**src/lcd_out_pkg.sv**
```systemverilog
package lcd_out_pkg;

  // ************************************************************
  // timing constants
  // ************************************************************
  localparam int unsigned CLK_PERIOD_NS      = 8;
  localparam int unsigned PANEL_HALF_NS      = 96;
  localparam int unsigned PANEL_HALF_CYCLES  =
    (PANEL_HALF_NS + CLK_PERIOD_NS - 1) / CLK_PERIOD_NS;
  localparam int unsigned FIFO_DEPTH         = 8;
  localparam int unsigned CNT_W              = 11;
  localparam logic [3:0]  DIV_LAST           = 4'(PANEL_HALF_CYCLES - 1);
  localparam logic [10:0] CNT_ZERO           = 11'h000;

  // ************************************************************
  // carriers
  // ************************************************************
  typedef struct packed {
    logic [4:0] red;
    logic [5:0] green;
    logic [4:0] blue;
  } rgb565_type;

  typedef struct packed {
    logic       valid;
    rgb565_type pixel;
  } pixel_beat_type;

  typedef struct packed {
    logic [CNT_W-1:0] h_active;
    logic [CNT_W-1:0] h_total;
    logic [CNT_W-1:0] hsync_start;
    logic [CNT_W-1:0] hsync_width;
    logic [CNT_W-1:0] v_active;
    logic [CNT_W-1:0] v_total;
    logic [CNT_W-1:0] vsync_start;
    logic [CNT_W-1:0] vsync_width;
  } panel_timing_type;

  typedef enum logic [0:0] {
    DE_LEVEL = 1'b0,
    DE_PULSE = 1'b1
  } de_mode_type;

  typedef enum logic [0:0] {
    EDGE_RISE = 1'b0,
    EDGE_FALL = 1'b1
  } launch_edge_type;

endpackage

```
**src/lcd_panel_output_path.sv**
```systemverilog
// ************************************************************
// pixel buffer
// ************************************************************
module pixel_fifo #(
  parameter int unsigned WIDTH = 16,
  parameter int unsigned DEPTH = 8
) (
  // clock and reset
  input  wire logic             clk_i,
  input  wire logic             rst_n_i,
  // fill side
  input  wire logic             in_valid_i,
  output logic                  in_ready_o,
  input  wire logic [WIDTH-1:0] in_data_i,
  // drain side
  output logic                  out_valid_o,
  input  wire logic             out_ready_i,
  output logic [WIDTH-1:0]      out_data_o,
  // fill level
  output logic [$clog2(DEPTH):0] count_o
);
  localparam int unsigned AW = $clog2(DEPTH);

  logic [WIDTH-1:0] mem_r [DEPTH];
  logic [AW-1:0]    wr_r, wr_nxt, rd_r, rd_nxt;
  logic [AW:0]      cnt_r, cnt_nxt;
  logic             push, pop;

  // pointer and level update
  always_comb begin
    push    = in_valid_i && (cnt_r != AW'(0) + (AW+1)'(DEPTH));
    pop     = out_ready_i && (cnt_r != '0);
    wr_nxt  = push ? ((wr_r == AW'(DEPTH - 1)) ? '0 : wr_r + AW'(1)) : wr_r;
    rd_nxt  = pop ? ((rd_r == AW'(DEPTH - 1)) ? '0 : rd_r + AW'(1)) : rd_r;
    cnt_nxt = cnt_r + (AW+1)'(push) - (AW+1)'(pop);
  end

  always_ff @(posedge clk_i or negedge rst_n_i) begin
    if (!rst_n_i) begin
      wr_r  <= '0;
      rd_r  <= '0;
      cnt_r <= '0;
    end else begin
      wr_r  <= wr_nxt;
      rd_r  <= rd_nxt;
      cnt_r <= cnt_nxt;
    end
  end

  // storage, no reset needed
  always_ff @(posedge clk_i) begin
    if (push) begin
      mem_r[wr_r] <= in_data_i;
    end
  end

  assign in_ready_o  = (cnt_r != (AW+1)'(DEPTH));
  assign out_valid_o = (cnt_r != '0);
  assign out_data_o  = mem_r[rd_r];
  assign count_o     = cnt_r;
endmodule

// ************************************************************
// panel output path
// ************************************************************
module lcd_panel_output_path
  import lcd_out_pkg::*;
(
  // clock and reset
  input  wire logic             clk_i,
  input  wire logic             rst_n_i,
  // panel clock source
  input  wire logic             panel_clock_source_in_i,
  input  wire logic             ext_clock_select_i,
  // configuration
  input  wire panel_timing_type timing_i,
  input  wire logic             hsync_active_high_i,
  input  wire logic             vsync_active_high_i,
  input  wire logic             de_mode_pulse_i,
  input  wire logic             sync_fall_launch_i,
  input  wire logic             pixel_fall_launch_i,
  input  wire logic             layer_one_enable_i,
  input  wire logic             layer_two_enable_i,
  // read buses
  input  wire pixel_beat_type   video_fetch_bus_i,
  output logic                  video_fetch_ready_o,
  input  wire pixel_beat_type   layer_one_read_bus_i,
  output logic                  layer_one_ready_o,
  input  wire pixel_beat_type   layer_two_read_bus_i,
  output logic                  layer_two_ready_o,
  // panel pins
  output logic                  panel_pixel_clock_out_o,
  output logic                  panel_horizontal_sync_out_o,
  output logic                  panel_vertical_sync_out_o,
  output logic                  panel_data_enable_out_o,
  output rgb565_type            panel_pixel_bus_o,
  output logic                  panel_alternating_out_o,
  // status
  output logic                  underrun_o
);

  // ************************************************************
  // reset release
  // ************************************************************
  logic rst_meta_r, rst_n;

  // two stage release of the asynchronous reset
  always_ff @(posedge clk_i or negedge rst_n_i) begin
    if (!rst_n_i) begin
      rst_meta_r <= 1'b0;
      rst_n      <= 1'b0;
    end else begin
      rst_meta_r <= 1'b1;
      rst_n      <= rst_meta_r;
    end
  end

  // ************************************************************
  // panel clock source
  // ************************************************************
  logic       ext_meta_r, ext_sync_r;
  logic [3:0] div_r, div_nxt;
  logic       int_clk_r, int_clk_nxt;
  logic       src_prev_r, pclk_r;
  logic       src_level, rise_evt, fall_evt;

  // divider and edge finder on the chosen source
  always_comb begin
    div_nxt     = (div_r == DIV_LAST) ? 4'h0 : div_r + 4'h1;
    int_clk_nxt = (div_r == DIV_LAST) ? ~int_clk_r : int_clk_r;
    src_level   = ext_clock_select_i ? ext_sync_r : int_clk_r;
    rise_evt    = src_level && !src_prev_r;
    fall_evt    = !src_level && src_prev_r;
  end

  always_ff @(posedge clk_i or negedge rst_n) begin
    if (!rst_n) begin
      ext_meta_r <= 1'b0;
      ext_sync_r <= 1'b0;
      div_r      <= 4'h0;
      int_clk_r  <= 1'b0;
      src_prev_r <= 1'b0;
      pclk_r     <= 1'b0;
    end else begin
      ext_meta_r <= panel_clock_source_in_i;
      ext_sync_r <= ext_meta_r;
      div_r      <= div_nxt;
      int_clk_r  <= int_clk_nxt;
      src_prev_r <= src_level;
      pclk_r     <= src_level;
    end
  end

  // ************************************************************
  // compositor and buffer
  // ************************************************************
  logic                      fetch_rdy_r, fetch_rdy_nxt;
  logic                      take;
  rgb565_type                stage_one, stage_two;
  logic                      fifo_out_valid, fifo_pop;
  rgb565_type                fifo_out_data;
  logic [$clog2(FIFO_DEPTH):0] fifo_cnt;
  logic [$clog2(FIFO_DEPTH):0] cnt_after;

  // all three streams move together, layers override the video
  always_comb begin
    take      = fetch_rdy_r && video_fetch_bus_i.valid &&
                layer_one_read_bus_i.valid && layer_two_read_bus_i.valid;
    stage_one = layer_one_enable_i ? layer_one_read_bus_i.pixel
                                   : video_fetch_bus_i.pixel;
    stage_two = layer_two_enable_i ? layer_two_read_bus_i.pixel
                                   : stage_one;
    cnt_after = fifo_cnt + ($clog2(FIFO_DEPTH)+1)'(take) -
                ($clog2(FIFO_DEPTH)+1)'(fifo_pop && fifo_out_valid);
    fetch_rdy_nxt = (cnt_after < ($clog2(FIFO_DEPTH)+1)'(FIFO_DEPTH - 1));
  end

  always_ff @(posedge clk_i or negedge rst_n) begin
    if (!rst_n) begin
      fetch_rdy_r <= 1'b0;
    end else begin
      fetch_rdy_r <= fetch_rdy_nxt;
    end
  end

  pixel_fifo #(
    .WIDTH (16),
    .DEPTH (FIFO_DEPTH)
  ) u_fifo (
    .clk_i       (clk_i),
    .rst_n_i     (rst_n),
    .in_valid_i  (take),
    .in_ready_o  (),
    .in_data_i   (stage_two),
    .out_valid_o (fifo_out_valid),
    .out_ready_i (fifo_pop),
    .out_data_o  (fifo_out_data),
    .count_o     (fifo_cnt)
  );

  // ************************************************************
  // panel timing counters
  // ************************************************************
  logic [CNT_W-1:0] h_r, h_nxt, v_r, v_nxt;
  logic             alt_r, alt_nxt;
  logic             hs_raw, vs_raw, active, de_start;

  // position counters advance on each pixel clock rise
  always_comb begin
    h_nxt   = h_r;
    v_nxt   = v_r;
    alt_nxt = alt_r;
    if (rise_evt) begin
      if (h_r >= timing_i.h_total - 11'h001) begin
        h_nxt   = CNT_ZERO;
        alt_nxt = ~alt_r;
        v_nxt   = (v_r >= timing_i.v_total - 11'h001) ? CNT_ZERO : v_r + 11'h001;
      end else begin
        h_nxt = h_r + 11'h001;
      end
    end
    hs_raw   = (h_r >= timing_i.hsync_start) &&
               (h_r < timing_i.hsync_start + timing_i.hsync_width);
    vs_raw   = (v_r >= timing_i.vsync_start) &&
               (v_r < timing_i.vsync_start + timing_i.vsync_width);
    active   = (h_r < timing_i.h_active) && (v_r < timing_i.v_active);
    de_start = (h_r == CNT_ZERO) && (v_r < timing_i.v_active);
  end

  always_ff @(posedge clk_i or negedge rst_n) begin
    if (!rst_n) begin
      h_r   <= CNT_ZERO;
      v_r   <= CNT_ZERO;
      alt_r <= 1'b0;
    end else begin
      h_r   <= h_nxt;
      v_r   <= v_nxt;
      alt_r <= alt_nxt;
    end
  end

  // ************************************************************
  // output launch
  // ************************************************************
  logic       hs_r, hs_nxt, vs_r, vs_nxt, de_r, de_nxt;
  logic       sync_evt, pix_evt, urun_r, urun_nxt;
  rgb565_type pix_r, pix_nxt;

  // syncs and pixels launch on their own chosen edge
  always_comb begin
    sync_evt = sync_fall_launch_i ? fall_evt : rise_evt;
    pix_evt  = pixel_fall_launch_i ? fall_evt : rise_evt;
    hs_nxt   = hs_r;
    vs_nxt   = vs_r;
    de_nxt   = de_r;
    pix_nxt  = pix_r;
    urun_nxt = 1'b0;
    fifo_pop = 1'b0;
    if (sync_evt) begin
      hs_nxt = hs_raw ~^ hsync_active_high_i;
      vs_nxt = vs_raw ~^ vsync_active_high_i;
      de_nxt = de_mode_pulse_i ? de_start : active;
    end
    if (pix_evt) begin
      if (active) begin
        fifo_pop = 1'b1;
        pix_nxt  = fifo_out_valid ? fifo_out_data : '0;
        urun_nxt = !fifo_out_valid;
      end else begin
        pix_nxt = '0;
      end
    end
  end

  always_ff @(posedge clk_i or negedge rst_n) begin
    if (!rst_n) begin
      hs_r   <= 1'b0;
      vs_r   <= 1'b0;
      de_r   <= 1'b0;
      pix_r  <= '0;
      urun_r <= 1'b0;
    end else begin
      hs_r   <= hs_nxt;
      vs_r   <= vs_nxt;
      de_r   <= de_nxt;
      pix_r  <= pix_nxt;
      urun_r <= urun_nxt;
    end
  end

  // every output straight from a flip-flop
  assign panel_pixel_clock_out_o     = pclk_r;
  assign panel_horizontal_sync_out_o = hs_r;
  assign panel_vertical_sync_out_o   = vs_r;
  assign panel_data_enable_out_o     = de_r;
  assign panel_pixel_bus_o           = pix_r;
  assign panel_alternating_out_o     = alt_r;
  assign underrun_o                  = urun_r;
  assign video_fetch_ready_o         = fetch_rdy_r;
  assign layer_one_ready_o           = fetch_rdy_r;
  assign layer_two_ready_o           = fetch_rdy_r;
endmodule

```
**config.mk**
```make
export PLATFORM = sky130hd
export DESIGN_NAME = lcd_panel_output_path
export DESIGN_NICKNAME = d
export VERILOG_FILES = /design/src/lcd_out_pkg.sv /design/src/lcd_panel_output_path.sv
export SDC_FILE = /design/constraint.sdc
export NUM_CORES = 1
export LEC_CHECK = 0
export BUFFER_PORTS_ARGS = -buffer_cell sky130_fd_sc_hd__buf_2
export CAP_MARGIN = 15
export CORE_MARGIN = 5
export CORE_UTILIZATION = 25
export CTS_BUF_LIST = sky130_fd_sc_hd__clkbuf_2
export DETAILED_ROUTE_END_ITERATION = 10
export GPL_ROUTABILITY_DRIVEN = 0
export GPL_TIMING_DRIVEN = 0
export PLACE_DENSITY = 0.4
export SLEW_MARGIN = 20
export SYNTH_ARGS = -nofsm -noshare
export SYNTH_HDL_FRONTEND = slang
export SYNTH_SLANG_ARGS = --single-unit
```
**constraint.sdc**
```tcl
create_clock -name clk_i -period 3.74 [get_ports clk_i]
set_input_delay 0.187 -clock clk_i [delete_from_list [all_inputs] [get_ports clk_i]]
set_output_delay 0.187 -clock clk_i [all_outputs]
set_load 0.01 [all_outputs]
```
# Yosys cells after proc, flatten, opt, wreduce, memory -nomap -nowiden
# Memory sizes are Yosys's and may differ from the RTL's.
# Cells that the tools add are included.
[word_totals]
reg_bits = 64
mem_bits_rw = 128
input_bits = 150
out_inout_bits = 25
word_cells = 88
n_memories = 1
[memory_table]
columns = ["name", "words", "width", "rd", "rd_clocked_by_memory_dff", "write_ports", "line_no", "text"]
rows = [
  ["u_fifo.mem_r", 8, 16, 1, 0, 1, "lcd_panel_output_path.sv:24", "logic [WIDTH-1:0] mem_r [DEPTH];"],
]
[classes]
n_addsub = 13
n_lt_le_gt_ge = 9
n_eq_ne = 4
muxes = 19
bitwise_logic = 4
n_reduce_logical = 17
[op_table]
columns = ["op", "count"]
rows = [
  ["two-way mux 16 bit", 4],
  ["greater-or-equal comparator 11 bit", 4],
  ["< comparator 11 bit", 4],
  ["adder 11 x 1 -> 11 bit, second input constant", 2],
  ["adder 11 bit", 2],
  ["two-way mux 11 bit", 2],
  ["subtractor 11 x 1 -> 11 bit, second input constant", 2],
  ["logical AND 1 bit", 11],
  ["zero test 11 bit", 1],
  ["two-way mux 1 bit", 10],
  ["adder 4 x 1 -> 4 bit", 2],
  ["subtractor 4 x 1 -> 4 bit", 2],
  ["adder 3 x 1 -> 3 bit, second input constant", 2],
  ["equality test 3 bit, second input constant", 2],
  ["two-way mux 3 bit", 2],
  ["adder 4 x 1 -> 4 bit, second input constant", 1],
  ["equality test 4 bit, second input constant", 1],
  ["< comparator 4 x 3 -> 1 bit, second input constant", 1],
  ["two-way mux 4 bit", 1],
  ["inequality test 4 bit, second input constant", 1],
  ["nonzero test 4 bit", 1],
  ["zero test 1 bit", 3],
  ["NOT 1 bit", 2],
  ["AND reduction 2 bit", 1],
  ["bitwise XNOR 1 bit", 2],
]

# Longest topological paths before layout
# Gate-level depths: netlist of the first run.
[depth]
ltp_word = 8
ltp_mapped = 18
mapped_depth_nobuf = 18

# Hierarchy
# A second synthesis of the first run with hierarchy kept.
[unflattened]
cells_unflattened = 948
hier_area_um2 = 11493.5
[modules_own_cells]
columns = ["mod", "instances", "cells_per_inst", "area_each_um2", "seq_area_each_um2"]
rows = [
  ["lcd_panel_output_path", 1, 705, 5938.2, 1351.3],
  ["pixel_fifo", 1, 243, 5555.3, 4093.9],
]

# Least setup slack after synthesis of the first run
# OpenSTA, ideal clock, no wires.
[synth_timing]
path_type = "input-to-reg"
start = "input port timing_i[45] in the netlist's numbering"
end = "register hs_r, in the netlist panel_horizontal_sync_out_o"
setup_time_ns = 0.125
arrival_ns = 2.937
required_time_ns = 3.615
setup_slack_ns = 0.679
path_stages = 15
path_buffers = 0
cell_sequence = "ha_1 > a21o_1 > a21oi_1 > o21ai_0 > or4_1 > a41o_1 > a21oi_1 > xor2_1 > ha_1 > a21o_1 > a21oi_1 > o21ai_0 > a21oi_1 > xnor2_1 > mux2_2"
[synth_between]
elab_chain_cells = 4
[synth_rtl]
columns = ["element", "line_no", "text"]
rows = [
  ["from (decl)", "lcd_panel_output_path.sv:76", "input wire panel_timing_type timing_i,"],
  ["adder 11 bit", "lcd_panel_output_path.sv:223", "(h_r < timing_i.hsync_start + timing_i.hsync_width);"],
  ["< comparator 11 bit", "lcd_panel_output_path.sv:223", ""],
  ["logical AND 1 bit", "lcd_panel_output_path.sv:222", "hs_raw = (h_r >= timing_i.hsync_start) &&"],
  ["bitwise XNOR 1 bit", "lcd_panel_output_path.sv:260", "hs_nxt = hs_raw ~^ hsync_active_high_i;"],
  ["to (signal assigned)", "lcd_panel_output_path.sv:283", "hs_r <= hs_nxt;"],
  ["to (decl)", "lcd_panel_output_path.sv:245", "logic hs_r, hs_nxt, vs_r, vs_nxt, de_r, de_nxt;"],
]
# Every way passes these cells.
# A chain may end at the register's enable or synchronous reset.

# Final worst setup path of the first run
[layout_timing]
start = "register h_r[8]"
end = "register fetch_rdy_r, in the netlist layer_one_ready_o"
[layout_between]
elab_chain_cells = 7
[layout_rtl]
columns = ["element", "line_no", "text"]
rows = [
  ["from (decl)", "lcd_panel_output_path.sv:204", "logic [CNT_W-1:0] h_r, h_nxt, v_r, v_nxt;"],
  ["from (signal assigned)", "lcd_panel_output_path.sv:236", "h_r <= h_nxt;"],
  ["< comparator 11 bit", "lcd_panel_output_path.sv:226", "active = (h_r < timing_i.h_active) && (v_r < timing_i.v_active);"],
  ["logical AND 1 bit", "lcd_panel_output_path.sv:226", ""],
  ["two-way mux 1 bit", "lcd_panel_output_path.sv:265", "if (active) begin"],
  ["two-way mux 1 bit", "lcd_panel_output_path.sv:264", "if (pix_evt) begin"],
  ["logical AND 1 bit", "--", ""],
  ["named net u_fifo.pop", "lcd_panel_output_path.sv:27", "logic push, pop;"],
  ["subtractor 4 x 1 -> 4 bit", "lcd_panel_output_path.sv:173", "cnt_after = fifo_cnt + ($clog2(FIFO_DEPTH)+1)'(take) -"],
  ["< comparator 4 x 3 -> 1 bit", "lcd_panel_output_path.sv:175", "fetch_rdy_nxt = (cnt_after < ($clog2(FIFO_DEPTH)+1)'(FIFO_DEPTH - 1));"],
  ["named net fetch_rdy_nxt", "lcd_panel_output_path.sv:157", "logic fetch_rdy_r, fetch_rdy_nxt;"],
  ["to (signal assigned)", "lcd_panel_output_path.sv:182", "fetch_rdy_r <= fetch_rdy_nxt;"],
  ["to (decl)", "lcd_panel_output_path.sv:157", ""],
]
# The timed path passes the listed nets, and every way through them passes these cells.

==> results.cfg, run 1 <==
[global_route]
antenna_found_initial = 1
grt_overflow = 0
use_met3_pct = 1.91
grt_pass1_vias = 8187
grt_pass1_wl_um = 46900
grt_util_all_layers_pct = 12.1
gr-max-usage-layer = met2
grt_max_degree = 37
use_met1_pct = 16.2
met2_usage_pct = 21.0

[sta]
slew_violations = 0
period_needed_ns = 3.27
worst-slew-pin-transition_ns = 1.08
fin_ws_ns = 0.471
post-route-period-util_pct = 87.4
slew_headroom_pct = 27.3
hold_viol = 0
max_freq_mhz = 306
rsz0062_at_grt = false
setup_tns_ns = 0
setup_viol = 0
finClkSkew_ns = 0.0706

[clock_network]
cts_made_buffers = 17
cts.reportedPaths.clkPinSlew_ns = 0.33
insertion_delay_ns = 0.79
cts_max_level = 4
clock_path_buffers = 2
cts_tree = built
root_buffer = clkbuf_2
cts_sinks = 192

[drt]
ant_nets = 0
drt-wirelength-per-cell_um = 16.6
dr.pass1.iters = 4
vias_per_cell = 4.37
num_vias = 7797
detail_route.iter0.violations = 292
drc_errors = 0
drt_wl_total_um = 29600

[worst_hold_path]
min_from = video_fetch_bus_i[13]
hold_class = in2reg

[synthesis]
synthFlopType = edfxtp_1
synthesis.area_um2 = 11100
ys_seq_area_share_pct = 49.0
synth-async-reset-ratio_pct = 33.3
yosys.cell_types.count = 53
avgSynthCellArea_um2 = 11.9
synth-edff-count = 128
ys_ff_latch = 192
syn_nets = 1212
yosysWarnings = 0
syn_inst = 937

[setup_path]
required_ns = 4.40
setup.worst_path.start_class = register
cp_max_fo = 7
cp.arrival_ns = 3.93
rr_startpoint = h_r[8]
crit_path_top_delay_cell = dfrtp_2
timing.critical_path.from = h_r[8]
max_stage_delay_ns = 0.56
crit_type = reg2reg
crit_buf_inv = 2
endpoint_kind = register
crit_chain = ha_1, a21o_1, a21o_1, a21oi_1, o21ai_0, nor3b_1, nand2_2, inv_1, ha_1, inv_1, ha_1, a21o_1, a21oi_1, xor2_1, a31oi_1
critPathTopFamily = compound AO/OA/AOI/OAI gates

[outcome]
status = complete, no violations

[finish]
area.sequential_um2 = 5450
final_nets = 1451
multi_input_area_um2 = 5320
syn_to_final_growth_pct = 21.2
drive_gt1_share_pct = 24.3
nFillCells = 4622
layout_common_cells = 178 x buf_2, 128 x edfxtp_1, 121 x ha_1, 81 x nand2_1, 71 x inv_1
final_common_cell = buf_2

[power]
vdd_ir_drop_max_v = 0.000214
power_density_nw_per_um2 = 446
leakage_nw = 5.83

[die]
die_h_um = 221
fp.coreArea_um2 = 44100
rows = 77
ioPinCount = 175
dieWidth_um = 221
dieArea_um2 = 48800
start_util_pct = 25.2

[place]
detailedPlace.worstSlack_ns = -0.128
dp_hpwl_um = 23000
portBuffers = 173

[job]
drv_cap = 0
[worst paths after layout]
kind	depth (start not counted)	endpoint	slack (ns)
setup / recovery	15	layer_one_ready_o	0.47
hold / removal	3	u_fifo.mem_r[0][13]	0.08
setup reg to reg	15	layer_one_ready_o	0.47
hold reg to reg	0	v_r[3]	0.22
max in group asynchronous	1	u_fifo.rd_r[2]	2.89
min in group asynchronous	0	v_r[3]	0.22
[cell usage after synthesis (12+ instances only)]
master / instances / area (µm²)
inv_1: 71 / 267
o21ai_0: 60 / 300
mux4_2: 32 / 721
a21o_1: 13 / 97.6
and3_1: 12 / 75.1
a21oi_1: 48 / 240
dfrtp_1: 64 / 1600
mux2i_1: 33 / 330
xnor2_1: 27 / 236
nor2_1: 47 / 176
clkbuf_1: 16 / 60.1
nor3_1: 16 / 80.1
xor2_1: 26 / 228
edfxtp_1: 128 / 3840
nand2_1: 82 / 308
ha_1: 121 / 1510
nand3_1: 27 / 135
nor2b_1: 12 / 75.1
[stage by stage]
| step | util (%) | power, mW | area, µm² | hold slack [ns] | std cells |
|---|---|---|---|---|---|
| 6_report | 30.5 | 6.01 | 13500 | 0.0837 | 1783 |
| 3_3_place_gp | 28.8 | 5.01 | 12700 | -0.0263 | 1702 |
| 2_1_floorplan | - | 4.23 | 11100 | -0.109 | 937 |
| 4_1_cts | 30.4 | 6.14 | 13400 | 0.0220 | 1778 |
| 3_5_place_dp | 29.3 | 5.06 | 12900 | -0.0224 | 1719 |
| 5_1_grt | 30.5 | 6.49 | 13500 | 0.00939 | 1783 |
[registers in the layout, summed over array words and instances (netlist names), 3 cells and up]
name	cells
div_r	4
u_fifo.wr_r	3
panel_pixel_bus_o	16
u_fifo.rd_r	3
u_fifo.mem_r	128
h_r	11
v_r	11
u_fifo.count_o	4
[repair_timing]
item | 4_1_cts | 5_1_grt
gates resized for setup | 1 | 4
hold buffers | 28 | 2
endpoints found under the hold margin | 85 | 10
setup buffers | 0 | 1
setup endpoints to repair | 4 | 1
[cell type report]
| class | instances | area share (%) |
|---|---|---|
| Timing Repair Buffer | 221 | 9.86 |
| Clock inverter | 15 | 1.09 |
| Clock buffer | 17 | 0.632 |
| Sequential cell | 192 | 40.5 |
| Inverter | 71 | 1.98 |
| Multi-Input combinational cell | 648 | 39.5 |
| Tap cell | 592 | 5.50 |
| Antenna cell | 2 | 0.0371 |
| Buffer | 25 | 0.910 |
[per-layer routing]
layer  up-vias  wire, µm
li1       3921         -
met1      3698     13900
met2       170     14500
met3         8      1050
met4         0       164
met5         -         0
[worst min-delay path, cell delays in order]
cell	delay (ns)
buf_2	0.09
mux2i_1	0.12
o21ai_1	0.23
[where the power goes]
group / internal, mW / switching (mW) / total (mW)
clock network: 0.212 / 0.822 / 1.03
registers: 2.51 / 0.240 / 2.75
logic: 1.06 / 1.16 / 2.23
total: 3.79 / 2.23 / 6.01
[cells by family (layout without fill, tap and decap cells)]
group                    count (synthesis)  in the layout  share of synthesized area (%)
AO/OA/AOI/OAI                          154            154                           8.25
buffers and inverters                   97            349                           3.53
other                                    1              3                         0.0337
AND/OR/NAND/NOR                        243            243                           10.4
adder cells (fa/ha/maj)                125            125                           14.3
XOR/XNOR                                53             53                           4.17
multiplexers                            72             72                           10.3
flip-flops                             192            192                           49.0
No activity file was read; power rests on OpenSTA's default activity.
==> inputs of run 2 (changes only) <==
Settings changed: CORE_MARGIN 5 to 2, RECOVER_POWER set to 25.
==> run 2 against run 1 <==
Compared with the run above:
- maximum frequency down 1.0%
- critical endpoint unchanged
- final cell count is 0.22% higher
- register-to-register slack worse by 0.03 ns
- non-clock buffer count increased by 5
- setup slack worse by 0.034 ns
==> results.cfg, run 2 (same netlist as run 1, synthesis figures left out) <==
[die]
ioPinCount = 175
dieWidth_um = 215
dieArea_um2 = 46200
fp.coreArea_um2 = 44000
start_util_pct = 25.3
die_h_um = 215
rows = 77

[finish]
largest_reg_flops = 128
stdcell_area_um2 = 13600
area.sequential_um2 = 5450
layout_common_cells = 177 x buf_2, 128 x edfxtp_1, 121 x ha_1, 81 x nand2_1, 71 x inv_1
final_common_cell = buf_2
largest_register = u_fifo.mem_r
nFillCells = 4621
syn_to_final_growth_pct = 22.1
drive_gt1_share_pct = 23.8
final_nets = 1456
multi_input_area_um2 = 5320
fin_util_pct = 30.8
fin_cells = 1787

[worst_hold_path]
hold_class = in2reg

[place]
dp_hpwl_um = 22100
placed_area_um2 = 12900
portBuffers = 173
dp.cells = 1716

[drt]
num_vias = 7846
dr.pass1.iters = 4
detail_route.iter0.violations = 352
drt-wirelength-per-cell_um = 16.2
vias_per_cell = 4.39
drc_errors = 0
ant_nets = 0
drt_wl_total_um = 29000

[setup_path]
crit_type = reg2reg
crit_path_top_delay_cell = dfrtp_1
cp.arrival_ns = 4.01
cp_common_cell = inv_1
crit_buf_inv = 4
reg2reg_slack_ns = 0.44
r2r_end = layer_one_ready_o
crit_chain = ha_1, nand4_1, a21oi_1, o2111ai_1, o2bb2ai_1, nand2_2, inv_1, ha_1, inv_1, ha_1, inv_1, fa_1, inv_1, a31oi_1
cp_max_fo = 10
required_ns = 4.44
timing.critical_path.from = v_r[6]
max_stage_delay_ns = 0.60
critPathCapture = layer_one_ready_o
rr_startpoint = v_r[6]
setup.worst_path.start_class = register
critPathTopFamily = adder cells
endpoint_kind = register
ff2ff_path_depth = 14
cp_num_cells = 14

[clock_network]
cts_made_buffers = 17
cts_sinks = 192
root_buffer = clkbuf_2
cts_tree = built
cts.reportedPaths.clkPinSlew_ns = 0.29
clock_path_buffers = 2
cts_max_level = 4
insertion_delay_ns = 0.78

[sta]
rsz0062_at_grt = false
worst-slew-pin-transition_ns = 1.10
setup_viol = 0
post-route-period-util_pct = 88.3
timing.hold.ws_ns = 0.102
hold_viol = 0
slew_violations = 0
setup_tns_ns = 0
slew_headroom_pct = 26.6
max_freq_mhz = 303
period_needed_ns = 3.30
finClkSkew_ns = 0.0291

[power]
vdd_ir_drop_max_v = 0.000197
leakage_nw = 5.87
power_density_nw_per_um2 = 449

[outcome]
status = complete, no violations

[global_route]
grt_max_degree = 42
grt_pass1_vias = 8015
grt_util_all_layers_pct = 12.8
grt_pass1_wl_um = 45800
antenna_found_initial = 2
grt_overflow = 0

[job]
drv_cap = 0
==> run 2: cell count changes in the layout (fill, tap and decap cells not counted), sizes merged, moves of 2 or more <==
cell,before,now
buf,201,197
bufinv,0,2
clkinv,7,4
dlygate4sd3,30,38
==> run 2: worst min path at each step <==
stage / startpoint / end / slack (ns) / cells after the start
after floorplan: rst_n_i / rst_meta_r / -0.11 / 0
after global placement: rst_n_i / rst_meta_r / -0.03 / 1
after detailed placement: rst_n_i / rst_n / -0.02 / 1
after CTS: video_fetch_bus_i[5] / u_fifo.mem_r[6][5] / 0.002 / 3
after global routing: video_fetch_bus_i[13] / u_fifo.mem_r[2][13] / 0.04 / 3
final: video_fetch_bus_i[13] / u_fifo.mem_r[2][13] / 0.10 / 3
==> run 2: layer usage <==
layer / wire length, µm / global-route usage, %
met4: 202 / 2.50
met2: 14000 / 21.9
met1: 13800 / 16.9
met3: 994 / 2.38
met5: 12 / 0
==> run 2: cell type report <==
type,count,share of cell area [%]
flip-flops and latches,192,40.2
multi-input cells,648,39.2
repair buffers,226,10.4
well taps,592,5.46
inverters,71,1.96
clock inverters,15,1.29
plain buffers,25,0.903
clock buffers,17,0.627
diodes,1,0.0184
==> run 2: what timing repair did <==
| action | CTS | global route |
|---|---|---|
| endpoints found under the hold margin | 109 | 24 |
| cloned | 0 | 0 |
| hold buffers | 31 | 7 |
| resized for setup | 1 | 4 |
| setup endpoints to repair | 4 | 3 |
| buffers inserted | 0 | 1 |
==> run 2: power breakdown <==
group | internal [mW] | total (mW) | switching (mW)
combinational | 1.07 | 2.22 | 1.15
sequential | 2.51 | 2.75 | 0.237
clock | 0.330 | 1.12 | 0.791
total | 3.91 | 6.09 | 2.18
==> run 2: worst register-to-register path, delay by kind of cell (launching register included) <==
| family | cells | cell delay (ns) |
|---|---|---|
| buffers and inverters | 4 | 0.22 |
| DFF | 1 | 0.60 |
| adders and majority gates | 4 | 1.29 |
| AOI/OAI and AO/OA | 4 | 0.83 |
| and+or+nand+nor | 2 | 0.28 |
==> run 2: per-stage QoR <==
step / setup WS, ns / power [mW]
after floorplan: 0.679 / 4.23
after global placement: -0.953 / 4.99
after detailed placement: -0.192 / 5.04
after CTS: 0.106 / 6.23
after global routing: 0.145 / 6.57
final: 0.437 / 6.09
